File: src/utrd_map.svh
`ifndef UTRD_MAP_SVH
`define UTRD_MAP_SVH
// Notes on behaviour
// - Buffer-empty flag is high while the transmit buffer holds no unsent character.
// - Buffer-empty interrupt request stays high while enabled, flag set and globally enabled.
// - Writing the transmit data location clears the buffer-empty flag.
// - Transmit-complete flag sets when a frame ends and no character waits.
// - Transmit-complete flag clears on interrupt service or on writing one to it.
// - Transmit-complete interrupt is requested once the flag sets, when enabled.
// - With parity enabled, a parity bit follows the last data bit.
// - Clearing transmitter enable acts only after shift register and buffer are empty.
// - Once truly disabled, the transmitter releases the serial output pin.
// - Receiver enable starts reception and takes over the serial input pin.
// - Synchronous mode times received bits from the external transfer clock.
// - Reception starts on a valid start bit, then shifts bits to first stop.
// - A second stop bit is ignored by the receiver.
// - At the first stop bit the frame moves into the receive buffer.
// - Unused upper data bits of short characters read as zero.
// - Reading received data advances the FIFO; ninth bit and error flags follow.
// - The ninth bit may mark an address frame in multi-processor mode.
// - Frame is low start, data LSB first, optional parity, high stops.
// - Parity is xor of data bits, inverted for odd parity.
// - Shift register loads the buffer when idle or right after the last stop.
`define UTRD_OFF_DATA 12'h000
`define UTRD_OFF_STATUS 12'h004
`define UTRD_OFF_CTRL 12'h008
`define UTRD_OFF_CFG 12'h00c
`define UTRD_OFF_BAUD 12'h010
`define UTRD_ST_RXC 7
`define UTRD_ST_TXC 6
`define UTRD_ST_BE 5
`define UTRD_ST_FE 4
`define UTRD_ST_DOR 3
`define UTRD_ST_PE 2
`define UTRD_CT_TXCIE 6
`define UTRD_CT_BEIE 5
`define UTRD_CT_RXEN 4
`define UTRD_CT_TRANSMITTER_ENABLE 3
`define UTRD_CT_CS2 2
`define UTRD_CT_RX9 1
`define UTRD_CT_TX9 0
`define UTRD_CF_CS_HI 1
`define UTRD_CF_CS_LO 0
`define UTRD_CF_STOP2 3
`define UTRD_CF_PAR_HI 5
`define UTRD_CF_PAR_LO 4
`define UTRD_CF_SYNC 6
`define UTRD_CS_NINE 3'h7
`define UTRD_CS_RESET 3'h3
`define UTRD_NBITS_MIN 4'h5
`define UTRD_NBITS_EIGHT 4'h8
`define UTRD_NBITS_NINE 4'h9
`define UTRD_OS_MID 4'h7
`define UTRD_OS_LAST 4'hf
`define UTRD_BAUD_RESET 16'h0040
`define UTRD_FIFO_DEPTH 2'h2
`define UTRD_SYNC_RESET 2'h1
`endif

File: src/utrd_pkg.sv
package utrd_pkg;
	typedef enum logic [2:0] {
		UTRD_IDLE = 3'h0,
		UTRD_START = 3'h1,
		UTRD_DATA = 3'h3,
		UTRD_PAR = 3'h2,
		UTRD_STOP = 3'h6
	} utrd_state_t;
	typedef struct packed {
		logic ninth;
		logic [7:0] data;
		logic fe;
		logic dor;
		logic pe;
	} utrd_rx_entry_t;
	typedef struct packed {
		logic sync_mode;
		logic [1:0] parity_mode;
		logic two_stop;
		logic [2:0] char_size;
	} utrd_frame_cfg_t;
endpackage : utrd_pkg

File: src/utrd_sync.sv
`timescale 1ns/100ps
module utrd_sync
#(
	parameter int WIDTH = 2,
	parameter logic [WIDTH-1:0] RESET_VAL = '0
)
(
	input wire logic ref_clk,
	input wire logic rst,
	input wire logic [WIDTH-1:0] async_in,
	output logic [WIDTH-1:0] sync_out
);
	logic [WIDTH-1:0] stage1_r;
	// Two flip-flops per bit; only the second stage is read outside.
	for (genvar i = 0; i < WIDTH; i++)
	begin : g_bit
		always_ff @(posedge ref_clk)
		begin
			if (rst)
			begin
				stage1_r[i] <= RESET_VAL[i];
				sync_out[i] <= RESET_VAL[i];
			end
			else
			begin
				stage1_r[i] <= async_in[i];
				sync_out[i] <= stage1_r[i];
			end
		end
	end
endmodule : utrd_sync

File: src/utrd_baud.sv
`timescale 1ns/100ps
module utrd_baud
#(
	parameter int DIV_W = 16
)
(
	input wire logic ref_clk,
	input wire logic rst,
	input wire logic [DIV_W-1:0] divisor,
	output logic tick
);
	logic [DIV_W-1:0] cnt_r;
	// One tick every divisor plus one clocks, sixteen ticks to a bit.
	always_ff @(posedge ref_clk)
	begin
		if (rst)
		begin
			cnt_r <= '0;
			tick <= 1'b0;
		end
		else if (cnt_r >= divisor)
		begin
			cnt_r <= '0;
			tick <= 1'b1;
		end
		else
		begin
			cnt_r <= cnt_r + 1'b1;
			tick <= 1'b0;
		end
	end
endmodule : utrd_baud

File: src/utrd_top.sv
// The implementer's own choices: the address map and the APB register port.
`timescale 1ns/100ps
`include "utrd_map.svh"
module utrd_top
	import utrd_pkg::*;
#(
	parameter int DIV_W = 16
)
(
	input wire logic ref_clk,
	input wire logic rst,
	input wire logic psel,
	input wire logic penable,
	input wire logic pwrite,
	input wire logic [11:0] paddr,
	input wire logic [31:0] pwdata,
	output logic [31:0] prdata,
	output logic pready,
	output logic pslverr,
	input wire logic global_irq_enable,
	input wire logic tx_complete_irq_ack,
	output logic irq_buffer_empty,
	output logic irq_tx_complete,
	output logic serial_out_pin,
	output logic serial_out_oe,
	input wire logic serial_in_pin,
	output logic serial_in_override,
	input wire logic sync_transfer_clock_pin
);
	logic tx_buffer_empty_irq_enable, tx_complete_irq_enable, receiver_enable, transmitter_enable, tx_ninth_bit;
	utrd_frame_cfg_t cfg_r;
	logic [DIV_W-1:0] baud_div_r;
	logic [31:0] prdata_r;
	logic pready_r, pslverr_r, irq_be_r, irq_tc_r;
	logic [8:0] tx_buf_r, tx_shreg_r;
	logic tx_buf_full_r, tx_complete_flag, tx_active_r, tx_stop2_r, serial_out_r;
	logic [3:0] tx_bit_r, tx_os_r;
	utrd_state_t tx_state_r, rx_state_r;
	logic [8:0] rx_shreg_r;
	logic [3:0] rx_bit_r, rx_os_r;
	logic rx_par_r, rx_hold_v_r, dor_pend_r, xck_prev_r;
	utrd_rx_entry_t rx_hold_r;
	utrd_rx_entry_t rx_fifo_r [`UTRD_FIFO_DEPTH];
	logic rx_rd_r, rx_wr_r;
	logic [1:0] rx_count_r;
	logic [1:0] pins_s;
	logic os_tick, xck_s, rxd_s, xck_rise, xck_fall;
	logic apb_setup, apb_wr, apb_rd, addr_hit;
	logic [31:0] rd_word;
	logic [3:0] nbits;
	logic [8:0] dmask;
	logic tx_tick, tx_load, tx_done, tx_buffer_empty_flag;
	logic rx_sample, rx_start, rx_frame_done, rx_pop, rx_space, rx_push;
	logic rx_complete_flag, rx_ninth_bit, frame_error_flag, overrun_flag, parity_error_flag;
	utrd_rx_entry_t rx_head, rx_new, rx_push_entry;

	// Pin inputs pass two flip-flops; the data pin idles high.
	utrd_sync #(
		.WIDTH(2),
		.RESET_VAL(`UTRD_SYNC_RESET)
	) u_sync (
		.ref_clk(ref_clk),
		.rst(rst),
		.async_in({sync_transfer_clock_pin, serial_in_pin}),
		.sync_out(pins_s)
	);

	// Oversampling tick for asynchronous mode.
	utrd_baud #(
		.DIV_W(DIV_W)
	) u_baud (
		.ref_clk(ref_clk),
		.rst(rst),
		.divisor(baud_div_r),
		.tick(os_tick)
	);

	// Edges of the external transfer clock.
	assign xck_s = pins_s[1];
	assign rxd_s = pins_s[0];
	assign xck_rise = xck_s & ~xck_prev_r;
	assign xck_fall = ~xck_s & xck_prev_r;

	always_ff @(posedge ref_clk)
	begin
		if (rst)
			xck_prev_r <= 1'b0;
		else
			xck_prev_r <= xck_s;
	end

	// Frame width and data mask from the size field.
	always_comb
	begin
		if (cfg_r.char_size == `UTRD_CS_NINE)
			nbits = `UTRD_NBITS_NINE;
		else if (cfg_r.char_size[2])
			nbits = `UTRD_NBITS_EIGHT;
		else
			nbits = `UTRD_NBITS_MIN + {2'h0, cfg_r.char_size[1:0]};
		dmask = ~(9'h1ff << nbits);
	end

	// APB: pready rises in the second access cycle; that edge commits.
	assign apb_setup = psel & penable & ~pready_r;
	assign apb_wr = psel & penable & pready_r & pwrite;
	assign apb_rd = psel & penable & pready_r & ~pwrite;

	// Flags seen by software: receive flags from the FIFO head, buffer-empty from the transmit buffer.
	assign rx_head = rx_fifo_r[rx_rd_r];
	assign rx_complete_flag = (rx_count_r != 2'h0);
	assign rx_ninth_bit = rx_complete_flag & rx_head.ninth;
	assign frame_error_flag = rx_complete_flag & rx_head.fe;
	assign overrun_flag = rx_complete_flag & rx_head.dor;
	assign parity_error_flag = rx_complete_flag & rx_head.pe;
	assign tx_buffer_empty_flag = ~tx_buf_full_r;

	// Read multiplexer and address decode.
	always_comb
	begin
		rd_word = 32'h0;
		addr_hit = 1'b1;
		case (paddr)
			`UTRD_OFF_DATA:
				rd_word[7:0] = rx_complete_flag ? rx_head.data : 8'h00;
			`UTRD_OFF_STATUS:
			begin
				rd_word[`UTRD_ST_RXC] = rx_complete_flag;
				rd_word[`UTRD_ST_TXC] = tx_complete_flag;
				rd_word[`UTRD_ST_BE] = tx_buffer_empty_flag;
				rd_word[`UTRD_ST_FE] = frame_error_flag;
				rd_word[`UTRD_ST_DOR] = overrun_flag;
				rd_word[`UTRD_ST_PE] = parity_error_flag;
			end
			`UTRD_OFF_CTRL:
			begin
				rd_word[`UTRD_CT_TXCIE] = tx_complete_irq_enable;
				rd_word[`UTRD_CT_BEIE] = tx_buffer_empty_irq_enable;
				rd_word[`UTRD_CT_RXEN] = receiver_enable;
				rd_word[`UTRD_CT_TRANSMITTER_ENABLE] = transmitter_enable;
				rd_word[`UTRD_CT_CS2] = cfg_r.char_size[2];
				rd_word[`UTRD_CT_RX9] = rx_ninth_bit;
				rd_word[`UTRD_CT_TX9] = tx_ninth_bit;
			end
			`UTRD_OFF_CFG:
			begin
				rd_word[`UTRD_CF_CS_HI:`UTRD_CF_CS_LO] = cfg_r.char_size[1:0];
				rd_word[`UTRD_CF_STOP2] = cfg_r.two_stop;
				rd_word[`UTRD_CF_PAR_HI:`UTRD_CF_PAR_LO] = cfg_r.parity_mode;
				rd_word[`UTRD_CF_SYNC] = cfg_r.sync_mode;
			end
			`UTRD_OFF_BAUD:
				rd_word[DIV_W-1:0] = baud_div_r;
			default:
				addr_hit = 1'b0;
		endcase
	end

	// Bus answer registers.
	always_ff @(posedge ref_clk)
	begin
		if (rst)
		begin
			pready_r <= 1'b0;
			prdata_r <= 32'h0;
			pslverr_r <= 1'b0;
		end
		else
		begin
			pready_r <= apb_setup;
			prdata_r <= (apb_setup & ~pwrite) ? rd_word : 32'h0;
			pslverr_r <= apb_setup & ~addr_hit;
		end
	end

	// Control and configuration registers.
	always_ff @(posedge ref_clk)
	begin
		if (rst)
		begin
			tx_complete_irq_enable <= 1'b0;
			tx_buffer_empty_irq_enable <= 1'b0;
			receiver_enable <= 1'b0;
			transmitter_enable <= 1'b0;
			tx_ninth_bit <= 1'b0;
			cfg_r <= '{sync_mode: 1'b0, parity_mode: 2'h0, two_stop: 1'b0, char_size: `UTRD_CS_RESET};
			baud_div_r <= DIV_W'(`UTRD_BAUD_RESET);
		end
		else if (apb_wr && paddr == `UTRD_OFF_CTRL)
		begin
			tx_complete_irq_enable <= pwdata[`UTRD_CT_TXCIE];
			tx_buffer_empty_irq_enable <= pwdata[`UTRD_CT_BEIE];
			receiver_enable <= pwdata[`UTRD_CT_RXEN];
			transmitter_enable <= pwdata[`UTRD_CT_TRANSMITTER_ENABLE];
			cfg_r.char_size[2] <= pwdata[`UTRD_CT_CS2];
			tx_ninth_bit <= pwdata[`UTRD_CT_TX9];
		end
		else if (apb_wr && paddr == `UTRD_OFF_CFG)
		begin
			cfg_r.char_size[1:0] <= pwdata[`UTRD_CF_CS_HI:`UTRD_CF_CS_LO];
			cfg_r.two_stop <= pwdata[`UTRD_CF_STOP2];
			cfg_r.parity_mode <= pwdata[`UTRD_CF_PAR_HI:`UTRD_CF_PAR_LO];
			cfg_r.sync_mode <= pwdata[`UTRD_CF_SYNC];
		end
		else if (apb_wr && paddr == `UTRD_OFF_BAUD)
			baud_div_r <= pwdata[DIV_W-1:0];
	end

	// Transmit bit clock: falling transfer clock or sixteen oversample ticks.
	assign tx_tick = cfg_r.sync_mode ? xck_fall : (os_tick && tx_os_r == `UTRD_OS_LAST);

	always_ff @(posedge ref_clk)
	begin
		if (rst)
			tx_os_r <= 4'h0;
		else if (os_tick)
			tx_os_r <= tx_os_r + 4'h1;
	end

	// Load when idle or straight after the last stop bit.
	assign tx_load = tx_tick & tx_buf_full_r & tx_active_r & ((tx_state_r == UTRD_IDLE) |
		(tx_state_r == UTRD_STOP & ~tx_stop2_r));
	assign tx_done = tx_tick & (tx_state_r == UTRD_STOP) & ~tx_stop2_r & ~tx_load;

	// Transmit buffer; a new write wins over a load in the same cycle.
	always_ff @(posedge ref_clk)
	begin
		if (rst)
		begin
			tx_buf_r <= 9'h0;
			tx_buf_full_r <= 1'b0;
		end
		else if (apb_wr && paddr == `UTRD_OFF_DATA)
		begin
			tx_buf_r <= {tx_ninth_bit, pwdata[7:0]};
			tx_buf_full_r <= 1'b1;
		end
		else if (tx_load)
			tx_buf_full_r <= 1'b0;
	end

	// Transmit-complete flag: set wins over service and write-one clear.
	always_ff @(posedge ref_clk)
	begin
		if (rst)
			tx_complete_flag <= 1'b0;
		else if (tx_done)
			tx_complete_flag <= 1'b1;
		else if (tx_complete_irq_ack || (apb_wr && paddr == `UTRD_OFF_STATUS && pwdata[`UTRD_ST_TXC]))
			tx_complete_flag <= 1'b0;
	end

	// The transmitter stays on until nothing is left to send.
	always_ff @(posedge ref_clk)
	begin
		if (rst)
			tx_active_r <= 1'b0;
		else if (transmitter_enable)
			tx_active_r <= 1'b1;
		else if (~tx_buf_full_r && tx_state_r == UTRD_IDLE)
			tx_active_r <= 1'b0;
	end

	// Transmit shifter; the state names the bit on the line.
	always_ff @(posedge ref_clk)
	begin
		if (rst)
		begin
			tx_state_r <= UTRD_IDLE;
			tx_shreg_r <= 9'h0;
			tx_bit_r <= 4'h0;
			tx_stop2_r <= 1'b0;
			serial_out_r <= 1'b1;
		end
		else if (tx_load)
		begin
			tx_shreg_r <= tx_buf_r & dmask;
			tx_state_r <= UTRD_START;
			serial_out_r <= 1'b0;
		end
		else if (tx_tick)
		begin
			unique case (tx_state_r)
				UTRD_IDLE:
					serial_out_r <= 1'b1;
				UTRD_START:
				begin
					tx_bit_r <= 4'h0;
					serial_out_r <= tx_shreg_r[0];
					tx_state_r <= UTRD_DATA;
				end
				UTRD_DATA:
				begin
					if (tx_bit_r != nbits - 4'h1)
					begin
						tx_bit_r <= tx_bit_r + 4'h1;
						serial_out_r <= tx_shreg_r[tx_bit_r + 4'h1];
					end
					else if (cfg_r.parity_mode[1])
					begin
						serial_out_r <= (^tx_shreg_r) ^ cfg_r.parity_mode[0];
						tx_state_r <= UTRD_PAR;
					end
					else
					begin
						serial_out_r <= 1'b1;
						tx_stop2_r <= cfg_r.two_stop;
						tx_state_r <= UTRD_STOP;
					end
				end
				UTRD_PAR:
				begin
					serial_out_r <= 1'b1;
					tx_stop2_r <= cfg_r.two_stop;
					tx_state_r <= UTRD_STOP;
				end
				UTRD_STOP:
				begin
					if (tx_stop2_r)
						tx_stop2_r <= 1'b0;
					else
						tx_state_r <= UTRD_IDLE;
				end
				default:
					tx_state_r <= UTRD_IDLE;
			endcase
		end
	end

	// Receive bit clock: rising transfer clock or mid-bit oversample tick.
	assign rx_sample = cfg_r.sync_mode ? xck_rise : (os_tick && rx_os_r == `UTRD_OS_LAST);
	assign rx_start = receiver_enable & (rx_state_r == UTRD_IDLE) & ~rxd_s & (cfg_r.sync_mode ? xck_rise : os_tick);
	assign rx_frame_done = receiver_enable & rx_sample & (rx_state_r == UTRD_STOP);
	assign rx_pop = apb_rd & (paddr == `UTRD_OFF_DATA) & rx_complete_flag;
	assign rx_space = (rx_count_r != `UTRD_FIFO_DEPTH) | rx_pop;
	assign rx_push = rx_space & (rx_hold_v_r | rx_frame_done);

	// Entry built at the first stop bit.
	always_comb
	begin
		rx_new.ninth = rx_shreg_r[8];
		rx_new.data = rx_shreg_r[7:0];
		rx_new.fe = ~rxd_s;
		rx_new.dor = dor_pend_r;
		rx_new.pe = cfg_r.parity_mode[1] & (rx_par_r != ((^(rx_shreg_r & dmask)) ^ cfg_r.parity_mode[0]));
		rx_push_entry = rx_hold_v_r ? rx_hold_r : rx_new;
		rx_push_entry.dor = dor_pend_r;
	end

	// Receive shifter.
	always_ff @(posedge ref_clk)
	begin
		if (rst || !receiver_enable)
		begin
			rx_state_r <= UTRD_IDLE;
			rx_shreg_r <= 9'h0;
			rx_bit_r <= 4'h0;
			rx_os_r <= 4'h0;
			rx_par_r <= 1'b0;
		end
		else if (rx_start)
		begin
			rx_os_r <= 4'h0;
			rx_shreg_r <= 9'h0;
			rx_bit_r <= 4'h0;
			rx_state_r <= cfg_r.sync_mode ? UTRD_DATA : UTRD_START;
		end
		else
		begin
			if (os_tick)
				rx_os_r <= rx_os_r + 4'h1;
			unique case (rx_state_r)
				UTRD_IDLE:
					rx_bit_r <= 4'h0;
				UTRD_START:
				begin
					if (os_tick && rx_os_r == `UTRD_OS_MID)
					begin
						rx_os_r <= 4'h0;
						rx_state_r <= rxd_s ? UTRD_IDLE : UTRD_DATA;
					end
				end
				UTRD_DATA:
				begin
					if (rx_sample)
					begin
						rx_shreg_r[rx_bit_r] <= rxd_s;
						if (rx_bit_r != nbits - 4'h1)
							rx_bit_r <= rx_bit_r + 4'h1;
						else
							rx_state_r <= cfg_r.parity_mode[1] ? UTRD_PAR : UTRD_STOP;
					end
				end
				UTRD_PAR:
				begin
					if (rx_sample)
					begin
						rx_par_r <= rxd_s;
						rx_state_r <= UTRD_STOP;
					end
				end
				UTRD_STOP:
				begin
					if (rx_sample)
						rx_state_r <= UTRD_IDLE;
				end
				default:
					rx_state_r <= UTRD_IDLE;
			endcase
		end
	end

	// Waiting frame, overrun marker and the two-entry receive FIFO.
	always_ff @(posedge ref_clk)
	begin
		if (rst || !receiver_enable)
		begin
			rx_hold_r <= '0;
			rx_hold_v_r <= 1'b0;
			dor_pend_r <= 1'b0;
			rx_rd_r <= 1'b0;
			rx_wr_r <= 1'b0;
			rx_count_r <= 2'h0;
		end
		else
		begin
			if (rx_frame_done && (rx_hold_v_r || !rx_space))
			begin
				rx_hold_r <= rx_new;
				rx_hold_v_r <= 1'b1;
			end
			else if (rx_push && rx_hold_v_r)
				rx_hold_v_r <= 1'b0;
			if (rx_start && rx_hold_v_r && !rx_space)
				dor_pend_r <= 1'b1;
			else if (rx_push)
				dor_pend_r <= 1'b0;
			if (rx_push)
			begin
				rx_fifo_r[rx_wr_r] <= rx_push_entry;
				rx_wr_r <= ~rx_wr_r;
			end
			if (rx_pop)
				rx_rd_r <= ~rx_rd_r;
			rx_count_r <= rx_count_r + {1'b0, rx_push} - {1'b0, rx_pop};
		end
	end

	// Interrupt requests, gated by the global enable.
	always_ff @(posedge ref_clk)
	begin
		if (rst)
		begin
			irq_be_r <= 1'b0;
			irq_tc_r <= 1'b0;
		end
		else
		begin
			irq_be_r <= tx_buffer_empty_flag & tx_buffer_empty_irq_enable & global_irq_enable;
			irq_tc_r <= (tx_complete_flag | tx_done) & tx_complete_irq_enable & global_irq_enable &
				~tx_complete_irq_ack;
		end
	end

	// Outputs straight from flip-flops.
	assign prdata = prdata_r;
	assign pready = pready_r;
	assign pslverr = pslverr_r;
	assign irq_buffer_empty = irq_be_r;
	assign irq_tx_complete = irq_tc_r;
	assign serial_out_pin = serial_out_r;
	assign serial_out_oe = tx_active_r;
	assign serial_in_override = receiver_enable;
endmodule : utrd_top

File: config.mk
export PLATFORM = sky130hd
export DESIGN_NAME = utrd_top
export DESIGN_NICKNAME = d
export VERILOG_FILES = /design/src/utrd_pkg.sv /design/src/utrd_sync.sv /design/src/utrd_baud.sv /design/src/utrd_top.sv
export VERILOG_INCLUDE_DIRS = /design/src
export SDC_FILE = /design/constraint.sdc
export NUM_CORES = 1
export LEC_CHECK = 0
export BUFFER_PORTS_ARGS = -buffer_cell sky130_fd_sc_hd__buf_2
export CAP_MARGIN = 20
export CELL_PAD_IN_SITES_DETAIL_PLACEMENT = 1
export CELL_PAD_IN_SITES_GLOBAL_PLACEMENT = 1
export CORE_MARGIN = 3
export CORE_UTILIZATION = 40
export DETAILED_ROUTE_END_ITERATION = 16
export GPL_TIMING_DRIVEN = 0
export HOLD_SLACK_MARGIN = 0.05
export PLACE_DENSITY_LB_ADDON = 0.1
export REMOVE_ABC_BUFFERS = 1
export SETUP_SLACK_MARGIN = 0.5
export SLEW_MARGIN = 10
export SYNTH_ARGS = -nofsm -noshare
export SYNTH_HDL_FRONTEND = slang
export SYNTH_SLANG_ARGS = --single-unit
File: constraint.sdc
create_clock -name ref_clk -period 3.5 [get_ports ref_clk]
set_input_delay 0.175 -clock ref_clk [delete_from_list [all_inputs] [get_ports ref_clk]]
set_output_delay 0.175 -clock ref_clk [all_outputs]
set_load 0.005 [all_outputs]
# == Word level (Yosys, flattened, before mapping) ==
# Memories as Yosys holds them, arrays and structs flattened. A register that Yosys moved wholly into a read port is not among the register bits.
# Cells that the tools add are included.
# totals
mem_bits_rw,24
ff_bits,159
out_inout_bits,39
elab_cells,280
memories,1
in_bits,53
# memory_table
memory,depth,width,read_ports,rd_clocked_by_memory_dff,write_ports,line,text
rx_fifo_r,2,12,1,1,1,utrd_top.sv:43,utrd_rx_entry_t rx_fifo_r [`UTRD_FIFO_DEPTH];
# classes
n_addsub,9
n_mux,64
shifts,1
n_lt_le_gt_ge,4
eq_ne,35
n_reduce_logical,54
n_bitwise,61
# ops
cell,n
$and A1 B1 Y1,34
$mux W4,8
$mux W1,30
$pmux W3 S5,2
$mux W3,9
$eq A12 B4 Y1 const B,2
$ne A3 B3 Y1 const B,7
$pmux W4 S5,1
$and A9 B9 Y9,2
$ne A2 B2 Y1 const B,9
$not A1 Y1,18
$reduce_bool A2 Y1,9
$reduce_xor A9 Y1,2
$add A16 B1 Y16 const B,1
$add A4 B1 Y4 const B,4
$ge A16 B16 Y1,1
$pmux W4 S2,2
$logic_and A1 B1 Y1,15
$eq A12 B3 Y1 const B,1
$eq A12 B5 Y1 const B,1
$eq A3 B2 Y1 const B,4
$logic_not A12 Y1,1
$mux W12,1
$reduce_and A4 Y1,3
other kinds (36),61

# == Longest topological paths before layout ==
# Gate-level depths: netlist (run 1).
# depth
depth_word,12
ltp_mapped,11
mapped_depth_nobuf,11

# == Hierarchy ==
# From an unflattened synthesis (run 1), not the netlist that was laid out.
# unflattened
cells_unflattened,886
area_unflattened_um2,8219.1
# modules_own_cells
mod,cells_per_inst,seq_area_each_um2,instances,area_each_um2
utrd_top,748,3163.0,1,6904.1
utrd_baud,130,340.3,1,1209.9
utrd_sync,8,80.1,1,105.1

# == Least setup slack after synthesis (run 1) ==
# No wires, ideal clock.
# synth_timing
kind,in2reg
from,input paddr[7]
to,"memory rx_fifo_r[0][0] in the netlist's numbering, enable pin"
n_path_buf,0
required_ns,3.104
t_arrival_ns,2.486
path_slack_ns,0.618
setup_ns,0.396
cell_stages,5
path_cell_list,or4_4 nor4_4 a311oi_1 o21bai_1 nor3_1
# synth_via
elab_chain_len,8
# synth_lines
item,line,text
start: declaration,utrd_top.sv:15,"input wire logic [11:0] paddr,"
$logic_not A12 Y1,-,
$and A1 B1 Y1 (2 in a row),utrd_top.sv:334,assign rx_pop = apb_rd & (paddr == `UTRD_OFF_DATA) & rx_complete_flag;
$or A1 B1 Y1,utrd_top.sv:335,assign rx_space = (rx_count_r != `UTRD_FIFO_DEPTH) | rx_pop;
$and A1 B1 Y1,utrd_top.sv:336,assign rx_push = rx_space & (rx_hold_v_r | rx_frame_done);
$mux W1,utrd_top.sv:438,if (rx_push)
$mux W1,utrd_top.sv:416,if (rst || !receiver_enable)
$mux W1 (not written as such),utrd_top.sv:440,rx_fifo_r[rx_wr_r] <= rx_push_entry;
end: declaration,utrd_top.sv:43,
# Every way passes these cells.

# == Worst setup path in the final report (run 1) ==
# layout_timing
from,input paddr[9]
to,register baud_div_r[6]
# layout_via
elab_chain_len,4
# layout_lines
item,line,text
$eq A12 B4 Y1,-,
$logic_and A1 B1 Y1 (no source line),-,
$not A1 Y1 (no source line),-,
$reduce_and A3 Y1 (no source line) (*),-,
end signal: assignment,utrd_top.sv:187,baud_div_r <= DIV_W'(`UTRD_BAUD_RESET);
end signal: assignment,utrd_top.sv:206,baud_div_r <= pwdata[DIV_W-1:0];
end: declaration,utrd_top.sv:32,logic [DIV_W-1:0] baud_div_r;
# Every way passes the cells marked *; elsewhere a longest branch is shown, timed or not.
# A chain may end at the register's enable or synchronous reset.

==> results of run 1 <==
-- power breakdown --
part | internal [W] | switching (W)
registers | 0.00194 | 0.00000898
clock network | 0.000954 | 0.000902
logic | 0.0000518 | 0.0000661
total | 0.00295 | 0.000977
-- worst min-delay path: cells and delay by family --
family	cells	cell delay, ps
AND/OR/NAND/NOR	3	160
buffers and inverters	1	130
-- worst max-delay path by stage --
| stage | depth (start not counted) | start | end | slack [ps] |
|---|---|---|---|---|
| 2_1_floorplan | 5 | paddr[7] | rx_fifo_r[0][0] | 610 |
| 3_3_place_gp | 6 | paddr[7] | rx_fifo_r[0][7] | -280 |
| 3_5_place_dp | 7 | paddr[9] | baud_div_r[6] | 300 |
| 4_1_cts | 9 | cfg_r[0] | serial_out_pin | 540 |
| 5_1_grt | 7 | paddr[9] | baud_div_r[6] | 500 |
| 6_report | 7 | paddr[9] | baud_div_r[6] | 680 |
-- kinds of logic (layout without fill, tap and decap cells) --
family	Yosys count	count (layout)
compound gates	131	131
xor+xnor	46	46
fa+ha+maj	28	28
buf+inv	95	154
flops	167	167
mux	79	79
other cells	1	16
simple gates	313	313
-- final cells by class --
type                            count  area (sq um)
Clock inverter                     15           156
Fill cell                        2309         10300
Clock buffer                       17           425
Timing Repair Buffer               82           551
Multi-Input combinational cell    613          4130
Inverter                           40           150
Sequential cell                   167          3590
Tap cell                          265           332
-- synth_stat cells, drive strengths merged (12+ instances only) --
cell    number
buf         26
nor3        31
nand2b      12
mux2        21
and3        15
nor2       103
clkbuf      29
inv         40
dfxtp      143
o21ai       21
nand2       63
a21oi       50
nand3       20
mux2i       55
xnor2       31
xor2        14
ha          28
edfxtp      24
-- what timing repair did --
action / CTS / global route
resized for setup: 2 / 3
endpoints found under the setup margin: 2 / 12
hold buffers: 18 / 0
hold endpoints to repair: 22 / 0
-- stage by stage --
step                std cells  util, %  instance area (sq um)
floorplan                 820        -                   7830
finish                   1199     47.5                   9330
global route             1199     47.5                   9330
detailed placement       1149     43.5                   8550
CTS                      1199     47.4                   9320
global placement         1144     43.0                   8460
-- state kept, by name (all words and copies together), names as in the netlist, 9 cells and up, named ones only --
| signal | cells |
|---|---|
| baud_div_r | 16 |
| prdata | 16 |
| rx_fifo_r | 24 |
| rx_hold_r | 11 |
| rx_shreg_r | 9 |
| tx_buf_r | 9 |
| tx_shreg_r | 9 |
| u_baud.cnt_r | 16 |
-- layer usage --
| layer | vias to the layer above | track usage, % |
|---|---|---|
| li1 | 3114 | - |
| met5 | - | 0 |
| met3 | 24 | 3.44 |
| met1 | 3072 | 26.3 |
| met2 | 88 | 34.7 |
| met4 | 0 | 6.24 |
==> impl_metrics.xml, run 1 <==
<?xml version="1.0" encoding="UTF-8"?>
<metrics>
  <group name="synth">
    <metric name="synth_top_family_by_area" unit="">simple AND/OR/NAND/NOR gates</metric>
    <metric name="synth.top_cell.area_share" unit="%">35.4</metric>
    <metric name="synth_warnings" unit="">0</metric>
    <metric name="synth_cells" unit="">860</metric>
    <metric name="syn_avg_cell_area" unit="sq um">9.39</metric>
    <metric name="proportion_of_synthesized_chip_area_in_sequential_cells" unit="%">44.4</metric>
    <metric name="async_reset_ff_share" unit="%">0</metric>
    <metric name="post_synth_num_cell_types" unit="">73</metric>
    <metric name="synth-compound-area-share" unit="%">10.5</metric>
    <metric name="ys_seq_elements" unit="">167</metric>
    <metric name="synth_xor_area_share" unit="%">5.16</metric>
    <metric name="synth_enable_flop_cells" unit="">24</metric>
    <metric name="synth_mux_area_share" unit="%">10.6</metric>
    <metric name="synthFlopType" unit="">sky130_fd_sc_hd__dfxtp_1</metric>
    <metric name="synth_area_leaders" unit="">sky130_fd_sc_hd__dfxtp_1, sky130_fd_sc_hd__edfxtp_1, sky130_fd_sc_hd__mux2i_1</metric>
    <metric name="synth.cell_area" unit="sq mm">0.00808</metric>
    <metric name="synth_adder_area_share" unit="%">4.34</metric>
    <metric name="netlist.top_cell.by_area" unit="">sky130_fd_sc_hd__dfxtp_1</metric>
    <metric name="fraction_of_the_mapped_netlist_area_in_simple_logic_gates" unit="%">19.4</metric>
  </group>
  <group name="route">
    <metric name="route.layer.met1.wl" unit="um">9990</metric>
    <metric name="via_per_inst" unit="">5.25</metric>
    <metric name="final_antenna_net_count" unit="">0</metric>
    <metric name="top_layer" unit="">met4</metric>
    <metric name="drc" unit="">0</metric>
    <metric name="wl_met2" unit="um">10900</metric>
    <metric name="drt-wirelength-per-cell" unit="um">18.3</metric>
    <metric name="met3RoutedLength" unit="um">662</metric>
    <metric name="routed-via-count" unit="">6298</metric>
    <metric name="detail_route.iter0.violations" unit="">288</metric>
    <metric name="drtPass1Iterations" unit="">4</metric>
    <metric name="wl" unit="um">21900</metric>
  </group>
  <group name="setup_path">
    <metric name="worstReg2RegEnd" unit="">rx_count_r[1]</metric>
    <metric name="timing.critical_path.max_delay_family" unit="">simple AND/OR/NAND/NOR gates</metric>
    <metric name="critical_path.slowest_cell" unit="">sky130_fd_sc_hd__and2_1</metric>
    <metric name="timing.critical_path.cells" unit="">buf_2 -&gt; or4_1 -&gt; nor3_1 -&gt; and3_1 -&gt; and2_1 -&gt; nor2_1 -&gt; a211o_1</metric>
    <metric name="cp.buffers_inverters" unit="">1</metric>
    <metric name="reg2reg_from" unit="">rx_os_r[0]</metric>
    <metric name="critical-path-max-stage-delay" unit="ps">940</metric>
    <metric name="rr_worst_depth" unit="">11</metric>
    <metric name="cp-end-kind" unit="">flop</metric>
    <metric name="data_arrival_critical_path" unit="ps">3140</metric>
    <metric name="critical_path_peak_fanout" unit="">19</metric>
    <metric name="cp-start-kind" unit="">primary input</metric>
    <metric name="reg2reg_setup_slack" unit="ps">690</metric>
    <metric name="path_class" unit="">in -&gt; reg</metric>
    <metric name="worst-endpoint-required" unit="ps">3820</metric>
  </group>
  <group name="cts">
    <metric name="htreeDepth" unit="">4</metric>
    <metric name="clk-insertion-delay-late" unit="ps">440</metric>
    <metric name="clock_tree_root_driver_cell" unit="">sky130_fd_sc_hd__clkbuf_16</metric>
    <metric name="clock_transition_at_the_registers_of_the_reported_paths" unit="ps">70</metric>
    <metric name="tritoncts" unit="">built</metric>
    <metric name="clock_tree_buf_depth" unit="">2</metric>
    <metric name="cts_buffers" unit="">17</metric>
    <metric name="postCtsSetupRepairBufs" unit="">0</metric>
    <metric name="numClockSinks" unit="">167</metric>
  </group>
  <group name="sta">
    <metric name="setup_total_negative_slack" unit="ps">0</metric>
    <metric name="timing.final.crit_period" unit="ps">2820</metric>
    <metric name="timing.max_slew.rel_slack" unit="%">29.0</metric>
    <metric name="fin_ws" unit="ps">683</metric>
    <metric name="max_slew.worst_pin.slew" unit="ps">1060</metric>
    <metric name="share_of_the_clock_period_used_by_the_worst_path" unit="%">80.5</metric>
    <metric name="timing_max_transition_violations_final" unit="">0</metric>
    <metric name="setup_repair_after_global_routing_missed_its_margin" unit="">no</metric>
    <metric name="finClkSkew" unit="ps">13.2</metric>
    <metric name="f_max" unit="GHz">0.355</metric>
    <metric name="report.final.hold_viol_count" unit="">0</metric>
    <metric name="final.hold.worst_slack" unit="ps">75.4</metric>
    <metric name="finalSetupViolations" unit="">0</metric>
  </group>
  <group name="finish">
    <metric name="insertedDiodeCount" unit="">0</metric>
    <metric name="area_growth_syn_to_layout" unit="%">15.5</metric>
    <metric name="layout.cells.most_common" unit="">sky130_fd_sc_hd__dfxtp_1</metric>
    <metric name="final_layout_size_suffix_gt1_share" unit="%">15.1</metric>
    <metric name="most_used_cells_in_the_layout_excluding_fill_and_tap_cells" unit="">sky130_fd_sc_hd__dfxtp_1, sky130_fd_sc_hd__nor2_1, sky130_fd_sc_hd__nand2_1</metric>
    <metric name="finish.net_count" unit="">1002</metric>
  </group>
  <group name="power_and_ir_drop">
    <metric name="total_power_of_the_final_layout" unit="W">0.00393</metric>
    <metric name="power.leakage" unit="nW">3.56</metric>
    <metric name="ir_worst_vdd" unit="uV">330</metric>
    <metric name="power.density_cell_area" unit="mW/mm^2">421</metric>
  </group>
  <group name="floorplanning">
    <metric name="chipHeight" unit="um">148</metric>
    <metric name="rows" unit="">51</metric>
    <metric name="die_width" unit="um">148</metric>
    <metric name="pin_count" unit="">92</metric>
    <metric name="start_util" unit="%">41.1</metric>
    <metric name="die_area" unit="sq mm">0.0219</metric>
    <metric name="core_region_area" unit="sq mm">0.0197</metric>
  </group>
  <group name="min_path">
    <metric name="worst_hold_path.endpoint" unit="">prdata[2]</metric>
    <metric name="hp-class" unit="">in -&gt; reg</metric>
    <metric name="worstHoldPathCells" unit="">4</metric>
    <metric name="holdCritStartpoint" unit="">paddr[5]</metric>
  </group>
  <group name="placement">
    <metric name="number_of_input_and_output_port_buffers_inserted" unit="">59</metric>
    <metric name="dp_hpwl" unit="um">16000</metric>
    <metric name="dpl_worst_slack" unit="ps">297</metric>
    <metric name="place.gp.congestion" unit="">0.819</metric>
  </group>
  <group name="grt">
    <metric name="first_global_vias" unit="">6696</metric>
    <metric name="grt_pass1_wl" unit="um">35200</metric>
    <metric name="grt_start_max_net_pins" unit="">71</metric>
    <metric name="grt_util_all_layers" unit="%">20.3</metric>
    <metric name="antenna_found_initial" unit="">0</metric>
    <metric name="globalRouteOverflowTotal" unit="">0</metric>
  </group>
  <group name="run_status">
    <metric name="outcome" unit="">completed</metric>
  </group>
  <group name="run">
    <metric name="max_cap_viol_count" unit="">0</metric>
  </group>
</metrics>
Power figures use the tool's default switching activity.
==> run 2, diff against run 1 <==
clock period = 2.5 ns   (was 3.5 ns; I/O delays follow)
==> impl_metrics.xml, run 2 (same netlist as run 1, synthesis figures left out) <==
<?xml version="1.0" encoding="UTF-8"?>
<metrics>
  <group name="setup_path">
    <metric name="critical_path_peak_fanout" unit="">4</metric>
    <metric name="path_class" unit="">reg -&gt; reg</metric>
    <metric name="cp-end-kind" unit="">flop</metric>
    <metric name="data_arrival_critical_path" unit="ps">2590</metric>
    <metric name="cp-start-kind" unit="">flop</metric>
    <metric name="rr_worst_depth" unit="">11</metric>
    <metric name="worst-endpoint-required" unit="ps">2660</metric>
  </group>
  <group name="sta">
    <metric name="max_slew.worst_pin.slew" unit="ps">1100</metric>
    <metric name="finalSetupViolations" unit="">0</metric>
    <metric name="share_of_the_clock_period_used_by_the_worst_path" unit="%">96.9</metric>
    <metric name="f_max" unit="GHz">0.413</metric>
    <metric name="report.final.hold_viol_count" unit="">0</metric>
    <metric name="timing.max_slew.rel_slack" unit="%">26.9</metric>
    <metric name="setup_repair_after_global_routing_missed_its_margin" unit="">yes</metric>
    <metric name="finClkSkew" unit="ps">11.5</metric>
    <metric name="final.hold.worst_slack" unit="ps">97.8</metric>
    <metric name="timing_max_transition_violations_final" unit="">0</metric>
    <metric name="setup_total_negative_slack" unit="ps">0</metric>
    <metric name="fin_ws" unit="ps">76.6</metric>
    <metric name="timing.final.crit_period" unit="ps">2420</metric>
  </group>
  <group name="finish">
    <metric name="largest-register" unit="">rx_fifo_r</metric>
    <metric name="layout.area.seq" unit="sq mm">0.00362</metric>
    <metric name="final_util" unit="%">54.2</metric>
    <metric name="most_used_cells_in_the_layout_excluding_fill_and_tap_cells" unit="">sky130_fd_sc_hd__dfxtp_1, sky130_fd_sc_hd__nor2_1, sky130_fd_sc_hd__nand2_1</metric>
    <metric name="layout.cells.most_common" unit="">sky130_fd_sc_hd__dfxtp_1</metric>
    <metric name="final_layout_size_suffix_gt1_share" unit="%">30.8</metric>
    <metric name="area_growth_syn_to_layout" unit="%">31.7</metric>
    <metric name="post_layout_nonfiller_instances" unit="">1267</metric>
    <metric name="insertedDiodeCount" unit="">0</metric>
    <metric name="filler_cell_count" unit="">2226</metric>
    <metric name="finish.net_count" unit="">1070</metric>
    <metric name="largest_register_ffs" unit="">24</metric>
    <metric name="multi_input_comb_area" unit="sq mm">0.00478</metric>
  </group>
  <group name="floorplanning">
    <metric name="start_util" unit="%">41.1</metric>
    <metric name="chipHeight" unit="um">148</metric>
    <metric name="rows" unit="">51</metric>
    <metric name="die_width" unit="um">148</metric>
    <metric name="core_region_area" unit="sq mm">0.0197</metric>
    <metric name="pin_count" unit="">92</metric>
    <metric name="die_area" unit="sq mm">0.0219</metric>
  </group>
  <group name="cts">
    <metric name="clk-insertion-delay-late" unit="ps">430</metric>
    <metric name="cts_buffers" unit="">17</metric>
    <metric name="htreeDepth" unit="">4</metric>
    <metric name="clock_tree_buf_depth" unit="">2</metric>
    <metric name="clock_transition_at_the_registers_of_the_reported_paths" unit="ps">80</metric>
    <metric name="tritoncts" unit="">built</metric>
    <metric name="numClockSinks" unit="">167</metric>
    <metric name="clock_tree_root_driver_cell" unit="">sky130_fd_sc_hd__clkbuf_16</metric>
  </group>
  <group name="route">
    <metric name="wl" unit="um">24500</metric>
    <metric name="via_per_inst" unit="">5.25</metric>
    <metric name="drtPass1Iterations" unit="">4</metric>
    <metric name="routed-via-count" unit="">6651</metric>
    <metric name="final_antenna_net_count" unit="">0</metric>
    <metric name="detail_route.iter0.violations" unit="">263</metric>
    <metric name="drc" unit="">0</metric>
    <metric name="drt-wirelength-per-cell" unit="um">19.3</metric>
  </group>
  <group name="run">
    <metric name="max_cap_viol_count" unit="">0</metric>
  </group>
  <group name="min_path">
    <metric name="worstHoldPathCells" unit="">5</metric>
    <metric name="hp-class" unit="">in -&gt; reg</metric>
  </group>
  <group name="power_and_ir_drop">
    <metric name="ir_worst_vdd" unit="uV">429</metric>
    <metric name="power.leakage" unit="nW">4.08</metric>
    <metric name="power.density_cell_area" unit="mW/mm^2">520</metric>
  </group>
  <group name="grt">
    <metric name="grt_util_all_layers" unit="%">21.8</metric>
    <metric name="globalRouteOverflowTotal" unit="">0</metric>
    <metric name="first_global_vias" unit="">7013</metric>
    <metric name="antenna_found_initial" unit="">0</metric>
    <metric name="grt_start_max_net_pins" unit="">71</metric>
    <metric name="grt_pass1_wl" unit="um">37700</metric>
  </group>
  <group name="run_status">
    <metric name="outcome" unit="">completed</metric>
  </group>
  <group name="placement">
    <metric name="dpl_worst_slack" unit="ps">-653</metric>
    <metric name="dp_hpwl" unit="um">16000</metric>
    <metric name="placedCellCount" unit="">1149</metric>
    <metric name="place.gp.congestion" unit="">0.819</metric>
    <metric name="number_of_input_and_output_port_buffers_inserted" unit="">59</metric>
  </group>
</metrics>
-- run 2: routing by layer --
metal / global-route usage (%) / wire, um
met5: 0 / 0
met4: 6.28 / 226
met3: 3.32 / 590
met2: 38.3 / 12900
met1: 27.9 / 10700
-- run 2: path summary, 6_finish.rpt --
path | start | end | slack (ps)
worst max-delay path | cfg_r[0] | rx_fifo_r[1][0] | 80
worst min-delay path | paddr[1] | prdata[2] | 100
worst max register to register | cfg_r[0] | rx_fifo_r[1][0] | 80
worst min register to register | u_sync.stage1_r[0] | u_sync.sync_out[0] | 440
-- run 2: timing repair --
action,4_1_cts,5_1_grt
setup endpoints to repair,116,115
hold buffers,22,0
cloned,3,0
resized for setup,112,60
hold endpoints to repair,41,0
pin swaps,37,37
buffers inserted,33,28
-- run 2: power breakdown --
part	switching (W)	internal [W]	leakage, nW	total, W
combinational	0.000107	0.0000828	2.36	0.000189
clock	0.00128	0.00134	0.280	0.00261
sequential	0.0000133	0.00272	1.44	0.00273
-- run 2: area by class of cell --
class	count	area share [%]
Sequential cell	167	34.0
Tap cell	265	3.12
Timing Repair Buffer	150	11.0
Clock buffer	17	4.00
Clock inverter	15	1.47
Multi-Input combinational cell	613	44.9
Inverter	40	1.41
-- run 2: metrics by stage --
| stage | cell area (sq um) | total power, W |
|---|---|---|
| floorplan | 7830 | 0.00284 |
| global placement | 8460 | 0.00293 |
| detailed placement | 8550 | 0.00294 |
| CTS | 10100 | 0.00557 |
| global route | 10600 | 0.00573 |
| finish | 10600 | 0.00553 |
-- run 2: critical path, stage by stage, from the launching register on --
cell and delay [ps]:
sky130_fd_sc_hd__dfxtp_4 360, sky130_fd_sc_hd__ha_4 170, sky130_fd_sc_hd__and2_4 170, sky130_fd_sc_hd__nor2_4 120, sky130_fd_sc_hd__ha_4 170, sky130_fd_sc_hd__buf_6 100
sky130_fd_sc_hd__nand2b_4 100, sky130_fd_sc_hd__a21oi_2 50, sky130_fd_sc_hd__a211oi_2 200, sky130_fd_sc_hd__xnor3_2 530, sky130_fd_sc_hd__nand2_2 110, sky130_fd_sc_hd__o21ai_2 70
